### src/duart_pkg.sv
// Shared constants for the dual UART command/status pair.
// Assumes a single 200 MHz ref_clk in both ends.
package duart_pkg;
	// Register addresses; bit 3 selects channel B
	localparam logic [3:0] ADDR_MR_A     = 4'h0;
	localparam logic [3:0] ADDR_SR_A     = 4'h1;
	localparam logic [3:0] ADDR_CR_A     = 4'h2;
	localparam logic [3:0] ADDR_DATA_A   = 4'h3;
	localparam logic [3:0] ADDR_ISR      = 4'h5;
	localparam logic [3:0] ADDR_MR_B     = 4'h8;
	localparam logic [3:0] ADDR_SR_B     = 4'h9;
	localparam logic [3:0] ADDR_CR_B     = 4'hA;
	localparam logic [3:0] ADDR_DATA_B   = 4'hB;
	localparam logic [3:0] ADDR_CT_START = 4'hE;
	localparam logic [3:0] ADDR_CT_STOP  = 4'hF;
	localparam logic [2:0] REG_MR        = 3'h0;
	localparam logic [2:0] REG_SR        = 3'h1;
	localparam logic [2:0] REG_CR        = 3'h2;
	localparam logic [2:0] REG_DATA      = 3'h3;
	// Miscellaneous command codes, command word bits 7:4
	localparam logic [3:0] CMD_RST_MRPTR  = 4'h1;
	localparam logic [3:0] CMD_RST_RX     = 4'h2;
	localparam logic [3:0] CMD_RST_TX     = 4'h3;
	localparam logic [3:0] CMD_RST_ERR    = 4'h4;
	localparam logic [3:0] CMD_RST_BRKCHG = 4'h5;
	localparam logic [3:0] CMD_START_BRK  = 4'h6;
	localparam logic [3:0] CMD_STOP_BRK   = 4'h7;
	localparam logic [3:0] CMD_RTS_ON     = 4'h8;
	localparam logic [3:0] CMD_RTS_OFF    = 4'h9;
	localparam logic [3:0] CMD_TO_ON      = 4'hA;
	localparam logic [3:0] CMD_MRPTR_ZERO = 4'hB;
	localparam logic [3:0] CMD_TO_OFF     = 4'hC;
	localparam logic [3:0] CMD_UNUSED     = 4'hD;
	localparam logic [3:0] CMD_PD_ON      = 4'hE;
	localparam logic [3:0] CMD_PD_OFF     = 4'hF;
	// Command word bits 3:0
	localparam int CR_RX_EN  = 0;
	localparam int CR_RX_DIS = 1;
	localparam int CR_TX_EN  = 2;
	localparam int CR_TX_DIS = 3;
	// Interrupt status word bits, then mode register 1 error-mode bit and last pointer value
	localparam int ISR_BRKCHG_A = 2;
	localparam int ISR_CT_READY = 3;
	localparam int ISR_BRKCHG_B = 6;
	localparam int MR1_ERR_MODE = 5;
	localparam logic [1:0] MR_PTR_LAST = 2'h2;
	// Timing
	localparam int CLK_MHZ          = 200;
	localparam int BIT_NS           = 80;
	localparam int BIT_CYCLES       = (BIT_NS * CLK_MHZ + 999) / 1000;
	localparam logic [4:0] BIT_LAST  = 5'(BIT_CYCLES - 1);
	localparam logic [4:0] HALF_LAST = 5'(BIT_CYCLES / 2 - 1);
	localparam int OSC_START_NS     = 10000;
	localparam int OSC_START_CYCLES = (OSC_START_NS * CLK_MHZ + 999) / 1000;
	localparam logic [10:0] OSC_LAST = 11'(OSC_START_CYCLES - 1);
	localparam logic [15:0] CT_PRELOAD = 16'h0100;
	localparam logic [4:0] FIFO_FULL   = 5'h10;
endpackage

### src/duart_bus_if.sv
// Host register port between the processor end and the dual UART.
// Both ends run on the same ref_clk; strobes are one-cycle pulses.
`timescale 1ns/1ps
interface duart_bus_if;
	logic       wr_en;  // Write strobe
	logic       rd_en;  // Read strobe
	logic [3:0] addr;   // Register address
	logic [7:0] wdata;  // Write data
	logic [7:0] rdata;  // Read data
	logic       rvalid; // Read answer, cycle after rd_en
	modport device (input wr_en, rd_en, addr, wdata, output rdata, rvalid);
	modport host (input rdata, rvalid, output wr_en, rd_en, addr, wdata);
endinterface

### src/duart_device.sv
// Dual UART channel pair: command decode, receivers, status, timer.
// Assumes serial lines are asynchronous and the host keeps its side.
// How it works
// - Time-out mode restarts timer per received character
// - Time-out on: stop timer, block start/stop, clear ready
// - Pointer command selects mode register zero next
// - Time-out off keeps counter and pending flags
// - Host issues stop counter after leaving time-out
// - Power-down halts oscillator, suspends all logic
// - Registers hold their contents while powered down
// - Host sends only wake-up while powered down
// - Host disables receiver and transmitter in the power-down write
// - Wake-up restarts oscillator; host waits start-up
// - Power-down codes act only on channel A
// - Several non-conflicting commands per write
// - Channel B decodes commands like channel A, except power-down codes
// - Status bits: break, framing, parity, overrun, tx, rx
// - Upper status from oldest entry in character mode, lower live
// - Character mode drops flags; block mode accumulates
// - Break takes one entry, waits half bit marking
// - Change-in-break set at break start and end
// - Breaks starting mid-character are caught
// - Break bit cleared only by error or rx reset in block mode
// - Framing error when first stop bit is low
// - Reset error clears break, parity, overrun bits
`timescale 1ns/1ps
module duart_device (
	input  wire logic   ref_clk,          // 200 MHz clock
	input  wire logic   rstn,             // Async reset, active low
	duart_bus_if.device bus,              // Host register port
	input  wire logic   serial_in_line_a, // Channel A serial input
	input  wire logic   serial_in_line_b, // Channel B serial input
	output logic [1:0]  rts_n,            // Request-to-send, active low
	output logic [1:0]  tx_break,         // Break being sent
	output logic        ct_ready,         // Counter ready flag
	output logic        osc_enable,       // Oscillator commanded on
	output logic        osc_running       // Oscillator stable, logic live
);
	typedef enum logic [2:0] {RX_IDLE, RX_START, RX_DATA, RX_STOP, RX_BRK} rx_state_t;
	typedef struct packed {
		logic       brk;
		logic       fe;
		logic       pe;
		logic [7:0] data;
	} rx_entry_t;
	typedef struct packed {
		rx_entry_t [15:0] fifo;
		logic [4:0]       cnt;
		logic [3:0]       rd_ptr;
		logic [3:0]       wr_ptr;
		rx_state_t        rx_st;
		logic [4:0]       tmr;
		logic [2:0]       idx;
		logic [7:0]       shreg;
		logic             rx_en;
		logic             tx_en;
		logic             overrun;
		logic [2:0]       err_acc;
		logic             brk_chg;
		logic             timeout;
		logic [1:0]       mr_ptr;
		logic [2:0][7:0]  mr;
		logic             rts;
		logic             tx_brk;
	} chan_t;
	typedef struct packed {
		chan_t [1:0] ch;
		logic [15:0] ct;
		logic        ct_run;
		logic        ct_ready;
		logic        osc_on;
		logic        osc_stable;
		logic [10:0] osc_tmr;
		logic [7:0]  rdata;
		logic        rvalid;
		logic [1:0]  rx_s1;
		logic [1:0]  rx_s2;
	} state_t;

	state_t q;
	state_t d;

	always_comb begin
		chan_t     c;
		rx_entry_t ent;
		rx_entry_t head;
		logic      cr_wr;
		logic      line;
		logic      ld;
		logic      brk_evt;
		logic      pop;
		logic      any_to;
		logic      ct_tc;
		logic [3:0] cmd;
		logic [2:0] upper;
		logic [7:0] sr;
		logic [7:0] interrupt_status_word;
		c = '0;
		ent = '0;
		head = '0;
		cr_wr = 1'b0;
		line = 1'b1;
		ld = 1'b0;
		brk_evt = 1'b0;
		pop = 1'b0;
		ct_tc = 1'b0;
		cmd = bus.wdata[7:4];
		upper = 3'h0;
		sr = 8'h00;
		interrupt_status_word = 8'h00;
		any_to = q.ch[0].timeout | q.ch[1].timeout;
		d = q;
		d.rvalid = 1'b0;
		if (!q.osc_stable) begin
			// Clock stopped: everything else frozen
			if (q.osc_on) begin
				d.osc_tmr = q.osc_tmr + 11'h001;
				if (q.osc_tmr == duart_pkg::OSC_LAST)
					d.osc_stable = 1'b1;
			end else if (bus.wr_en && bus.addr == duart_pkg::ADDR_CR_A &&
			             cmd == duart_pkg::CMD_PD_OFF) begin
				d.osc_on = 1'b1;
				d.osc_tmr = 11'h000;
			end
		end else begin
			d.rx_s1 = {serial_in_line_b, serial_in_line_a};
			d.rx_s2 = q.rx_s1;
			if (q.ct_run) begin
				if (q.ct == 16'h0000) begin
					d.ct = duart_pkg::CT_PRELOAD;
					ct_tc = 1'b1;
				end else begin
					d.ct = q.ct - 16'h0001;
				end
			end
			if (bus.rd_en && !any_to && bus.addr == duart_pkg::ADDR_CT_START) begin
				d.ct = duart_pkg::CT_PRELOAD;
				d.ct_run = 1'b1;
			end
			if (bus.rd_en && !any_to && bus.addr == duart_pkg::ADDR_CT_STOP) begin
				d.ct_run = 1'b0;
				d.ct_ready = 1'b0;
			end
			interrupt_status_word[duart_pkg::ISR_CT_READY] = q.ct_ready;
			interrupt_status_word[duart_pkg::ISR_BRKCHG_A] = q.ch[0].brk_chg;
			interrupt_status_word[duart_pkg::ISR_BRKCHG_B] = q.ch[1].brk_chg;
			if (bus.rd_en) begin
				d.rvalid = 1'b1;
				d.rdata = (bus.addr == duart_pkg::ADDR_ISR) ? interrupt_status_word : 8'h00;
			end
			for (int i = 0; i < 2; i++) begin
				c = q.ch[i];
				line = q.rx_s2[i];
				ld = 1'b0;
				brk_evt = 1'b0;
				ent = '0;
				head = q.ch[i].fifo[q.ch[i].rd_ptr];
				cr_wr = bus.wr_en && bus.addr == {1'(i), duart_pkg::REG_CR};
				// Receiver
				c.tmr = q.ch[i].tmr + 5'h01;
				case (q.ch[i].rx_st)
					RX_IDLE: begin
						c.tmr = 5'h00;
						if (q.ch[i].rx_en && !line)
							c.rx_st = RX_START;
					end
					RX_START: begin
						if (q.ch[i].tmr == duart_pkg::HALF_LAST) begin
							c.tmr = 5'h00;
							c.idx = 3'h0;
							c.rx_st = line ? RX_IDLE : RX_DATA;
						end
					end
					RX_DATA: begin
						if (q.ch[i].tmr == duart_pkg::BIT_LAST) begin
							c.tmr = 5'h00;
							c.shreg = {line, q.ch[i].shreg[7:1]};
							c.idx = q.ch[i].idx + 3'h1;
							if (q.ch[i].idx == 3'h7)
								c.rx_st = RX_STOP;
						end
					end
					RX_STOP: begin
						if (q.ch[i].tmr == duart_pkg::BIT_LAST) begin
							c.tmr = 5'h00;
							ld = 1'b1;
							ent.data = q.ch[i].shreg;
							if (q.ch[i].shreg == 8'h00 && !line) begin
								ent.brk = 1'b1;
								brk_evt = 1'b1;
								c.rx_st = RX_BRK;
							end else begin
								ent.fe = !line;
								c.rx_st = RX_IDLE;
							end
						end
					end
					RX_BRK: begin
						// No loads until half a bit of marking
						if (!line) begin
							c.tmr = 5'h00;
						end else if (q.ch[i].tmr == duart_pkg::HALF_LAST) begin
							brk_evt = 1'b1;
							c.rx_st = RX_IDLE;
						end
					end
					default: c.rx_st = RX_IDLE;
				endcase
				if (!q.ch[i].rx_en) begin
					c.rx_st = RX_IDLE;
					ld = 1'b0;
				end
				// Receive FIFO with flags per entry
				pop = bus.rd_en && bus.addr == {1'(i), duart_pkg::REG_DATA} &&
				      q.ch[i].cnt != 5'h00;
				if (pop) begin
					c.rd_ptr = q.ch[i].rd_ptr + 4'h1;
					c.cnt = c.cnt - 5'h01;
				end
				if (ld && q.ch[i].cnt != duart_pkg::FIFO_FULL) begin
					c.fifo[q.ch[i].wr_ptr] = ent;
					c.wr_ptr = q.ch[i].wr_ptr + 4'h1;
					c.cnt = c.cnt + 5'h01;
					if (q.ch[i].timeout) begin
						d.ct = duart_pkg::CT_PRELOAD;
						d.ct_run = 1'b1;
					end
				end
				// Mode registers behind the pointer
				if ((bus.wr_en || bus.rd_en) && bus.addr == {1'(i), duart_pkg::REG_MR}) begin
					if (bus.wr_en)
						c.mr[q.ch[i].mr_ptr] = bus.wdata;
					if (q.ch[i].mr_ptr != duart_pkg::MR_PTR_LAST)
						c.mr_ptr = q.ch[i].mr_ptr + 2'h1;
				end
				// Commands; enable and disable bits combine with a code
				if (cr_wr) begin
					if (bus.wdata[duart_pkg::CR_RX_DIS])
						c.rx_en = 1'b0;
					if (bus.wdata[duart_pkg::CR_RX_EN])
						c.rx_en = 1'b1;
					if (bus.wdata[duart_pkg::CR_TX_DIS])
						c.tx_en = 1'b0;
					if (bus.wdata[duart_pkg::CR_TX_EN])
						c.tx_en = 1'b1;
					case (cmd)
						duart_pkg::CMD_RST_MRPTR: c.mr_ptr = 2'h1;
						duart_pkg::CMD_RST_RX: begin
							c.rx_en = 1'b0;
							c.rx_st = RX_IDLE;
							c.cnt = 5'h00;
							c.rd_ptr = 4'h0;
							c.wr_ptr = 4'h0;
							c.err_acc = 3'h0;
							c.overrun = 1'b0;
						end
						duart_pkg::CMD_RST_TX: begin
							c.tx_en = 1'b0;
							c.tx_brk = 1'b0;
						end
						duart_pkg::CMD_RST_ERR: begin
							c.overrun = 1'b0;
							c.err_acc = 3'h0;
							for (int j = 0; j < 16; j++) begin
								c.fifo[j].brk = 1'b0;
								c.fifo[j].fe = 1'b0;
								c.fifo[j].pe = 1'b0;
							end
						end
						duart_pkg::CMD_RST_BRKCHG: c.brk_chg = 1'b0;
						duart_pkg::CMD_START_BRK: c.tx_brk = c.tx_en;
						duart_pkg::CMD_STOP_BRK: c.tx_brk = 1'b0;
						duart_pkg::CMD_RTS_ON: c.rts = 1'b1;
						duart_pkg::CMD_RTS_OFF: c.rts = 1'b0;
						duart_pkg::CMD_TO_ON: begin
							c.timeout = 1'b1;
							d.ct_run = 1'b0;
							d.ct_ready = 1'b0;
						end
						duart_pkg::CMD_TO_OFF: c.timeout = 1'b0;
						duart_pkg::CMD_MRPTR_ZERO: c.mr_ptr = 2'h0;
						duart_pkg::CMD_PD_ON: begin
							if (i == 0) begin
								d.osc_on = 1'b0;
								d.osc_stable = 1'b0;
							end
						end
						default: c.mr_ptr = c.mr_ptr;
					endcase
				end
				// Hardware sets win over same-cycle clears
				if (brk_evt)
					c.brk_chg = 1'b1;
				if (ld && q.ch[i].cnt == duart_pkg::FIFO_FULL)
					c.overrun = 1'b1;
				if (ld)
					c.err_acc = c.err_acc | {ent.brk, ent.fe, ent.pe};
				// Status word
				if (q.ch[i].mr[1][duart_pkg::MR1_ERR_MODE])
					upper = q.ch[i].err_acc;
				else if (q.ch[i].cnt != 5'h00)
					upper = {head.brk, head.fe, head.pe};
				else
					upper = 3'h0;
				sr = {upper, q.ch[i].overrun, q.ch[i].tx_en, q.ch[i].tx_en,
				      q.ch[i].cnt == duart_pkg::FIFO_FULL, q.ch[i].cnt != 5'h00};
				if (bus.rd_en && bus.addr[3] == 1'(i)) begin
					case (bus.addr[2:0])
						duart_pkg::REG_MR: d.rdata = q.ch[i].mr[q.ch[i].mr_ptr];
						duart_pkg::REG_SR: d.rdata = sr;
						duart_pkg::REG_DATA: d.rdata = head.data;
						default: d.rdata = d.rdata;
					endcase
				end
				d.ch[i] = c;
			end
			if (ct_tc)
				d.ct_ready = 1'b1;
		end
	end

	always_ff @(posedge ref_clk or negedge rstn) begin
		if (!rstn) begin
			q <= '0;
			q.osc_on <= 1'b1;
			q.osc_stable <= 1'b1;
		end else begin
			q <= d;
		end
	end

	assign bus.rdata = q.rdata;
	assign bus.rvalid = q.rvalid;
	assign rts_n = ~{q.ch[1].rts, q.ch[0].rts};
	assign tx_break = {q.ch[1].tx_brk, q.ch[0].tx_brk};
	assign ct_ready = q.ct_ready;
	assign osc_enable = q.osc_on;
	assign osc_running = q.osc_stable;
endmodule // duart_device

### src/flat_wrapper.sv
// flat-port wrapper written by rule: the top's interface ports become plain ports
module duart_device_flat 
  (ref_clk, rstn, serial_in_line_a, serial_in_line_b, rts_n, tx_break, ct_ready, osc_enable, osc_running, bus_wr_en, bus_rd_en, bus_addr, bus_wdata, bus_rdata, bus_rvalid);
  duart_bus_if bus_i ();
  input  wire logic ref_clk;
  input  wire logic rstn;
  input  wire logic serial_in_line_a;
  input  wire logic serial_in_line_b;
  output logic [1:0] rts_n;
  output logic [1:0] tx_break;
  output logic ct_ready;
  output logic osc_enable;
  output logic osc_running;
  input wire logic [$bits(bus_i.wr_en)-1:0] bus_wr_en;
  input wire logic [$bits(bus_i.rd_en)-1:0] bus_rd_en;
  input wire logic [$bits(bus_i.addr)-1:0] bus_addr;
  input wire logic [$bits(bus_i.wdata)-1:0] bus_wdata;
  output wire logic [$bits(bus_i.rdata)-1:0] bus_rdata;
  output wire logic [$bits(bus_i.rvalid)-1:0] bus_rvalid;
  assign bus_i.wr_en = bus_wr_en;
  assign bus_i.rd_en = bus_rd_en;
  assign bus_i.addr = bus_addr;
  assign bus_i.wdata = bus_wdata;
  assign bus_rdata = bus_i.rdata;
  assign bus_rvalid = bus_i.rvalid;
  duart_device u_core (.ref_clk(ref_clk), .rstn(rstn), .bus(bus_i), .serial_in_line_a(serial_in_line_a), .serial_in_line_b(serial_in_line_b), .rts_n(rts_n), .tx_break(tx_break), .ct_ready(ct_ready), .osc_enable(osc_enable), .osc_running(osc_running));
endmodule
### config.mk
export PLATFORM = sky130hd
export DESIGN_NAME = duart_device_flat
export DESIGN_NICKNAME = d
export VERILOG_FILES = /design/src/duart_pkg.sv /design/src/duart_bus_if.sv /design/src/duart_device.sv /design/src/flat_wrapper.sv
export SDC_FILE = /design/constraint.sdc
export NUM_CORES = 1
export LEC_CHECK = 0
export ABC_CLOCK_PERIOD_IN_PS = 3100
export BUFFER_PORTS_ARGS = -buffer_cell sky130_fd_sc_hd__buf_2
export CAP_MARGIN = 10
export CELL_PAD_IN_SITES_DETAIL_PLACEMENT = 0
export CELL_PAD_IN_SITES_GLOBAL_PLACEMENT = 2
export CORE_ASPECT_RATIO = 1.2
export CORE_MARGIN = 3
export CORE_UTILIZATION = 30
export DETAILED_ROUTE_END_ITERATION = 6
export PLACE_DENSITY_LB_ADDON = 0.1
export SLEW_MARGIN = 30
export SYNTH_ARGS = -nofsm -noshare
export SYNTH_HDL_FRONTEND = slang
export SYNTH_SLANG_ARGS = --single-unit
### constraint.sdc
create_clock -name ref_clk -period 3.1 [get_ports ref_clk]
set_clock_uncertainty 0.2 [all_clocks]
set_input_delay 0.62 -clock ref_clk [delete_from_list [all_inputs] [get_ports ref_clk]]
set_output_delay 0.62 -clock ref_clk [all_outputs]
set_load 0.01 [all_outputs]
======== Word-level counts from Yosys, hierarchy flattened ========
Index checks and enable logic that the tools add are counted.
storage, ports and cells
  output and inout port bits .............. 16
  word-level logic and storage cells ...... 568
  input bits .............................. 18
  flip-flop bits (word level) ............. 532
operators by class
  reductions and logical operators ........ 70
  add/subtract/negate cells ............... 16
  multiplexer cells ....................... 228
  magnitude comparators ................... 10
  equal/unequal tests ..................... 62
  bitwise logic cells ..................... 6
operators by type and width
  operator                                    count
  two-way mux 181 bit                         2
  bitwise mux 176 bit                         2
  two-way mux 3 bit                           82
  two-way mux 8 bit                           14
  two-way mux 17 bit                          6
  two-way mux 16 bit                          6
  binary-select mux 11 bit (select 4 bit)     2
  demux 11 bit (select 4 bit)                 2
  two-way mux 11 bit                          8
  two-way mux 26 bit                          2
  one-hot mux 5 bit (5 select lines)          2
  bitwise mux 24 bit                          2
  equality test 4 bit, second input constant  12
  two-way mux 24 bit                          2
  one-hot mux 8 bit (3 select lines)          2
  AND reduction 3 bit                         16
  two-way mux 9 bit                           5
  two-way mux 1 bit                           42
  two-way mux 10 bit                          4
  two-way mux 19 bit                          2
  binary-select mux 8 bit (select 2 bit)      2
  demux 8 bit (select 2 bit)                  2
  two-way mux 2 bit                           16
  one-hot mux 3 bit (5 select lines)          2
  48 further kinds                            155

======== Longest topological paths before layout ========
  depth after elaboration ................. 16
  gate-level depth with buffers ........... 14
  mapped depth without buffers ............ 12

======== Worst setup path before layout ========
Ideal clock, no wire load.
  path kind ............................... input to register
  from .................................... input port bus_addr[1]
  to ...................................... register u_core.q[355] in the netlist's numbering
  setup time .............................. 0.124 ns
  path buffers ............................ 2
  slack ................................... -0.127 ns
  cell stages on the path ................. 11
  required time ........................... 2.776 ns
  arrival time ............................ 2.903 ns
  cells stage by stage .................... clkbuf_1 -> nand3b_1 -> nor3_1 -> clkbuf_1 -> a21oi_1 -> ha_1 -> and4_1 -> a2111oi_0 -> a31oi_1 -> and3_1 -> a211o_1
on the way
  cells in the longest elaborated chain, start to end .. 9
  elaborated cells on any way between the ends .. 11
  those cells by class .................... add/sub (1); eq/ne (2); mux (5); reduce/logical (3)
ends and longest elaborated chain
  what                             line                 source
  start, declared                  flat_wrapper.sv:16   input wire logic [$bits(bus_i.addr)-1:0] bus_addr;
  equality test 4 bit              duart_device.sv:214  pop = bus.rd_en && bus.addr == {1'(i), duart_pkg::REG_DATA} &&
  logical AND 1 bit (2 in series)  duart_device.sv:214
  two-way mux 9 bit                duart_device.sv:216  if (pop) begin
  two-way mux 9 bit                duart_device.sv:114  if (!q.osc_stable) begin
  adder 5 x 1 -> 5 bit             duart_device.sv:223  c.cnt = c.cnt + 5'h01;
  two-way mux 181 bit              duart_device.sv:220  if (ld && q.ch[i].cnt != duart_pkg::FIFO_FULL) begin
  two-way mux 16 bit               duart_device.sv:246  case (cmd)
  two-way mux 16 bit (*)           duart_device.sv:237  if (cr_wr) begin
  end, declared                    duart_device.sv:80   state_t q;
Mark *: on every way between the ends. The rest lies on a longest branch, timed or not. The select of a mux whose other input is x is not followed.
A chain may end at the register's enable or synchronous reset.

======== Final worst setup path ========
  from .................................... register u_core.q[352] in the netlist's numbering
  to ...................................... register u_core.q[355] in the netlist's numbering
on the way
  cells in the longest elaborated chain, start to end .. 8
  elaborated cells on any way between the ends .. 11
  those cells by class .................... add/sub (2); eq/ne (1); mux (5); reduce/logical (3)
ends and longest elaborated chain
  what                                                                               line
  parallel branches: the longest is 5 deep, another holds subtractor 5 x 1 -> 5 bit  -
  two-way mux 181 bit (*)                                                            duart_device.sv:220
  two-way mux 16 bit                                                                 duart_device.sv:246
  two-way mux 16 bit (*)                                                             duart_device.sv:237
Mark *: on every way between the ends. The select of a mux whose other input is x is not followed.

==> impl_metrics.sql <==
INSERT INTO impl_metrics (metric_group, metric, value, unit) VALUES
('logic_synthesis', 'synth_seq_cells', '530', ''),
('final_layout', 'post-route-util', '0.3604', ''),
('pwr', 'total_power', '0.01910', 'W'),
('logic_synthesis', 'synth.yosys.warnings', '0', ''),
('floorplanning', 'placement_rows', '116', ''),
('logic_synthesis', 'most_used_standard_cell_by_instance_count_after_synthesis', 'dfrtp_1', ''),
('logic_synthesis', 'syn_avg_cell_area', '10.34', 'sq um'),
('final_layout', 'final_instance_count_excl_fillers', '3756', ''),
('route', 'vias_per_cell', '5.107', ''),
('setup_path', 'required', '3.39', 'ns'),
('pwr', 'share_clk_of_total_power', '0.402', ''),
('route', 'drt_pre_antenna_iters', '5', ''),
('pwr', 'p_comb_frac', '0.182', ''),
('clock_network', 'cts.sinks', '530', ''),
('logic_synthesis', 'syn-cell-area', '25400', 'sq um'),
('place', 'gp_congestion', '0.7888', ''),
('timing', 'minimum_period_implied_by_the_final_worst_setup_slack', '2.945', 'ns'),
('timing', 'max_clock_freq', '339.6', 'MHz'),
('grt', 'overflow', '0', ''),
('grt', 'gr-usage-all-layers', '0.1869', ''),
('logic_synthesis', 'asyncSetResetFlopFracSynth', '1.000', ''),
('logic_synthesis', 'post_synth_inst_count', '2456', ''),
('setup_path', 'worst-setup-path-type', 'reg -> reg', ''),
('route', 'wire_per_inst', '21.87', 'microns'),
('logic_synthesis', 'synth-main-ff-cell', 'dfrtp_1', ''),
('logic_synthesis', 'synth_cell_types', '73', ''),
('clock_network', 'cts_root_buf', 'clkbuf_16', ''),
('floorplanning', 'die_span_x', '271.6', 'microns'),
('timing', 'final_count_of_negative_setup_slack_endpoints', '0', ''),
('pwr', 'power.internal', '0.01345', 'W'),
('logic_synthesis', 'synth_top_cell_by_area', 'dfrtp_1', ''),
('route', 'postRouteWirelength', '82140', 'microns'),
('final_layout', 'layout-area-overhead-vs-synth', '18.82', '%'),
('route', 'via_count', '19180', ''),
('grt', 'global_route_wire_length_before_repair', '126600', 'microns'),
('logic_synthesis', 'synth_enable_flop_cells', '0', ''),
('place', 'portBuffers', '33', ''),
('min_path', 'hold-path-cell-count', '2', ''),
('final_layout', 'design.final.nets', '2640', ''),
('timing', 'finalMaxSlewViolations', '0', ''),
('place', 'placedCellCount', '3630', ''),
('place', 'placement_setup_slack', '0.01975', 'ns'),
('run_status', 'outcome', 'completed', ''),
('grt', 'grt_antenna_before_repair', '0', ''),
('timing', 'timing.slew.headroom', '0.4966', ''),
('job', 'drv_cap', '0', ''),
('setup_path', 'path_max_fanout', '6', ''),
('clock_network', 'cts_buffer_depth', '3', ''),
('logic_synthesis', 'sequential_to_total_area_share_from_yosys_stat', '0.5222', ''),
('floorplanning', 'core_area', '83750', 'sq um'),
('floorplanning', 'start_util', '0.3033', ''),
('floorplanning', 'floorplan.die.height', '324.8', 'microns'),
('clock_network', 'clk_latency', '0.61', 'ns'),
('place', 'dp.final_hpwl', '57110', 'microns'),
('timing', 'part_of_the_cycle_the_worst_path_needs', '0.9499', ''),
('timing', 'postLayoutSetupSlackWorst', '0.1552', 'ns'),
('grt', 'first_global_vias', '19680', ''),
('pwr', 'share_seq_of_total_power', '0.416', ''),
('pwr', 'cellLeakagePower', '13.18', 'nW'),
('final_layout', 'drive_above_1_share', '0.1917', ''),
('floorplanning', 'die_area', '88220', 'sq um'),
('timing', 'tightestPinTransition', '0.7533', 'ns'),
('route', 'drt_first_iter_violations', '1181', ''),
('clock_network', 'tritoncts', 'yes', ''),
('floorplanning', 'num_io_pins', '34', ''),
('timing', 'grt_setup_unrepaired', 'yes', ''),
('route', 'drc', '0', ''),
('pwr', 'power.switching', '0.005650', 'W'),
('pwr', 'worst_ir_drop_vdd', '354.7', 'uV'),
('route', 'final_antenna_net_count', '0', ''),
('logic_synthesis', 'synthesis.nets', '2508', '');
==> power groups by stage <==
stage                     registers, W  clock network, W  logic, W
after floorplan                0.00772                 0   0.00231
after global placement         0.00805                 0   0.00346
after detailed placement       0.00806                 0   0.00348
after CTS                      0.00794           0.00798   0.00350
after global routing           0.00802           0.00824   0.00383
final                          0.00794           0.00768   0.00347
==> path summary, 6_finish.rpt <==
path	start	to	slack, ns
min in group asynchronous	rstn	u_core.q[27]$_DFFE_PN0P_	0.33
max in group asynchronous	rstn	asynchronous set/reset pin	1.49
worst max-delay path	u_core.q[352]$_DFFE_PN0P_	u_core.q[355]$_DFFE_PN0P_	0.16
worst min-delay path	serial_in_line_b	u_core.q[3]$_DFFE_PN0P_	0.05
worst min register to register	flop	flop	0.27
worst max register to register	u_core.q[352]$_DFFE_PN0P_	u_core.q[355]$_DFFE_PN0P_	0.16
==> cells by family (layout without fill, tap and decap cells) <==
family                   Yosys count  in the layout  synth area share
AND/OR/NAND/NOR                  815            815            0.1468
AO/OA/AOI/OAI                    634            634            0.1473
flip-flops                       530            530            0.5222
buffers and inverters            207            386           0.03399
multiplexers                     206            206            0.1226
adder cells (fa/ha/maj)           34             34           0.01675
XOR/XNOR                          30             30           0.01034
==> metal layers <==
metal,part of all wire,track usage
met1,0.45,0.2502
met2,0.49,0.3155
met3,0.035,0.02689
met4,0.020,0.05228
met5,0,0
==> cells in the final DEF (no fill, tap or decap), types with 7 or more instances in the layout <==
cell / n
a22oi_1: 14
buf_2: 32
o22ai_1: 18
xnor2_1: 15
nand3b_1: 7
mux2i_1: 67
clkbuf_16: 67
nand2b_1: 14
nor2b_1: 17
nand4_1: 9
a21oi_1: 56
a221oi_1: 10
nor4_1: 12
and3_1: 38
a21o_1: 20
a31oi_1: 12
ha_1: 31
clkbuf_8: 18
buf_4: 176
o21ai_0: 397
buf_12: 16
o31ai_1: 8
xor2_1: 15
nand3_1: 73
mux4_2: 78
a22o_1: 38
inv_1: 40
and2_1: 18
clkinv_2: 7
mux2_2: 61
clkbuf_1: 15
dfrtp_1: 524
nor2_1: 73
o2bb2ai_1: 8
nor3_1: 40
or3_1: 14
nand2_1: 463
==> cell type report <==
| cell class | instances | area [sq um] | area share |
|---|---|---|---|
| Clock buffer | 100 | 1981 | 0.06562 |
| Clock inverter | 15 | 162.7 | 0.005389 |
| Inverter | 43 | 161.4 | 0.005347 |
| Multi-Input combinational cell | 1719 | 11350 | 0.3760 |
| Sequential cell | 530 | 13280 | 0.4399 |
| Tap cell | 1121 | 1403 | 0.04647 |
| Timing Repair Buffer | 228 | 1849 | 0.06127 |
==> what timing repair did <==
action | 4_1_cts | 5_1_grt
endpoints found under the setup margin | 1 | 99
buffers inserted | 0 | 10
hold endpoints to repair | 27 | 0
pin swaps | 0 | 3
hold buffers | 1 | 0
resized for setup | 1 | 19
==> worst max-delay path, cell delays in order (launching register included) <==
cell	delay, ns
dfrtp_1	0.40
inv_2	0.07
ha_2	0.17
nor4b_4	0.21
buf_4	0.17
nor3_2	0.04
buf_4	0.16
nor2_1	0.08
a21oi_1	0.06
ha_1	0.20
and4_1	0.20
a2111oi_2	0.35
a31oi_1	0.10
and3_1	0.20
a211o_1	0.22
==> stage by stage <==
stage,TNS (ns),cell area [sq um]
6_report,0,30180
5_1_grt,-0.1611,30180
4_1_cts,0,30040
3_5_place_dp,0,27880
3_3_place_gp,0,27870
2_1_floorplan,0,25420
(Power assumes the default switching activity.)
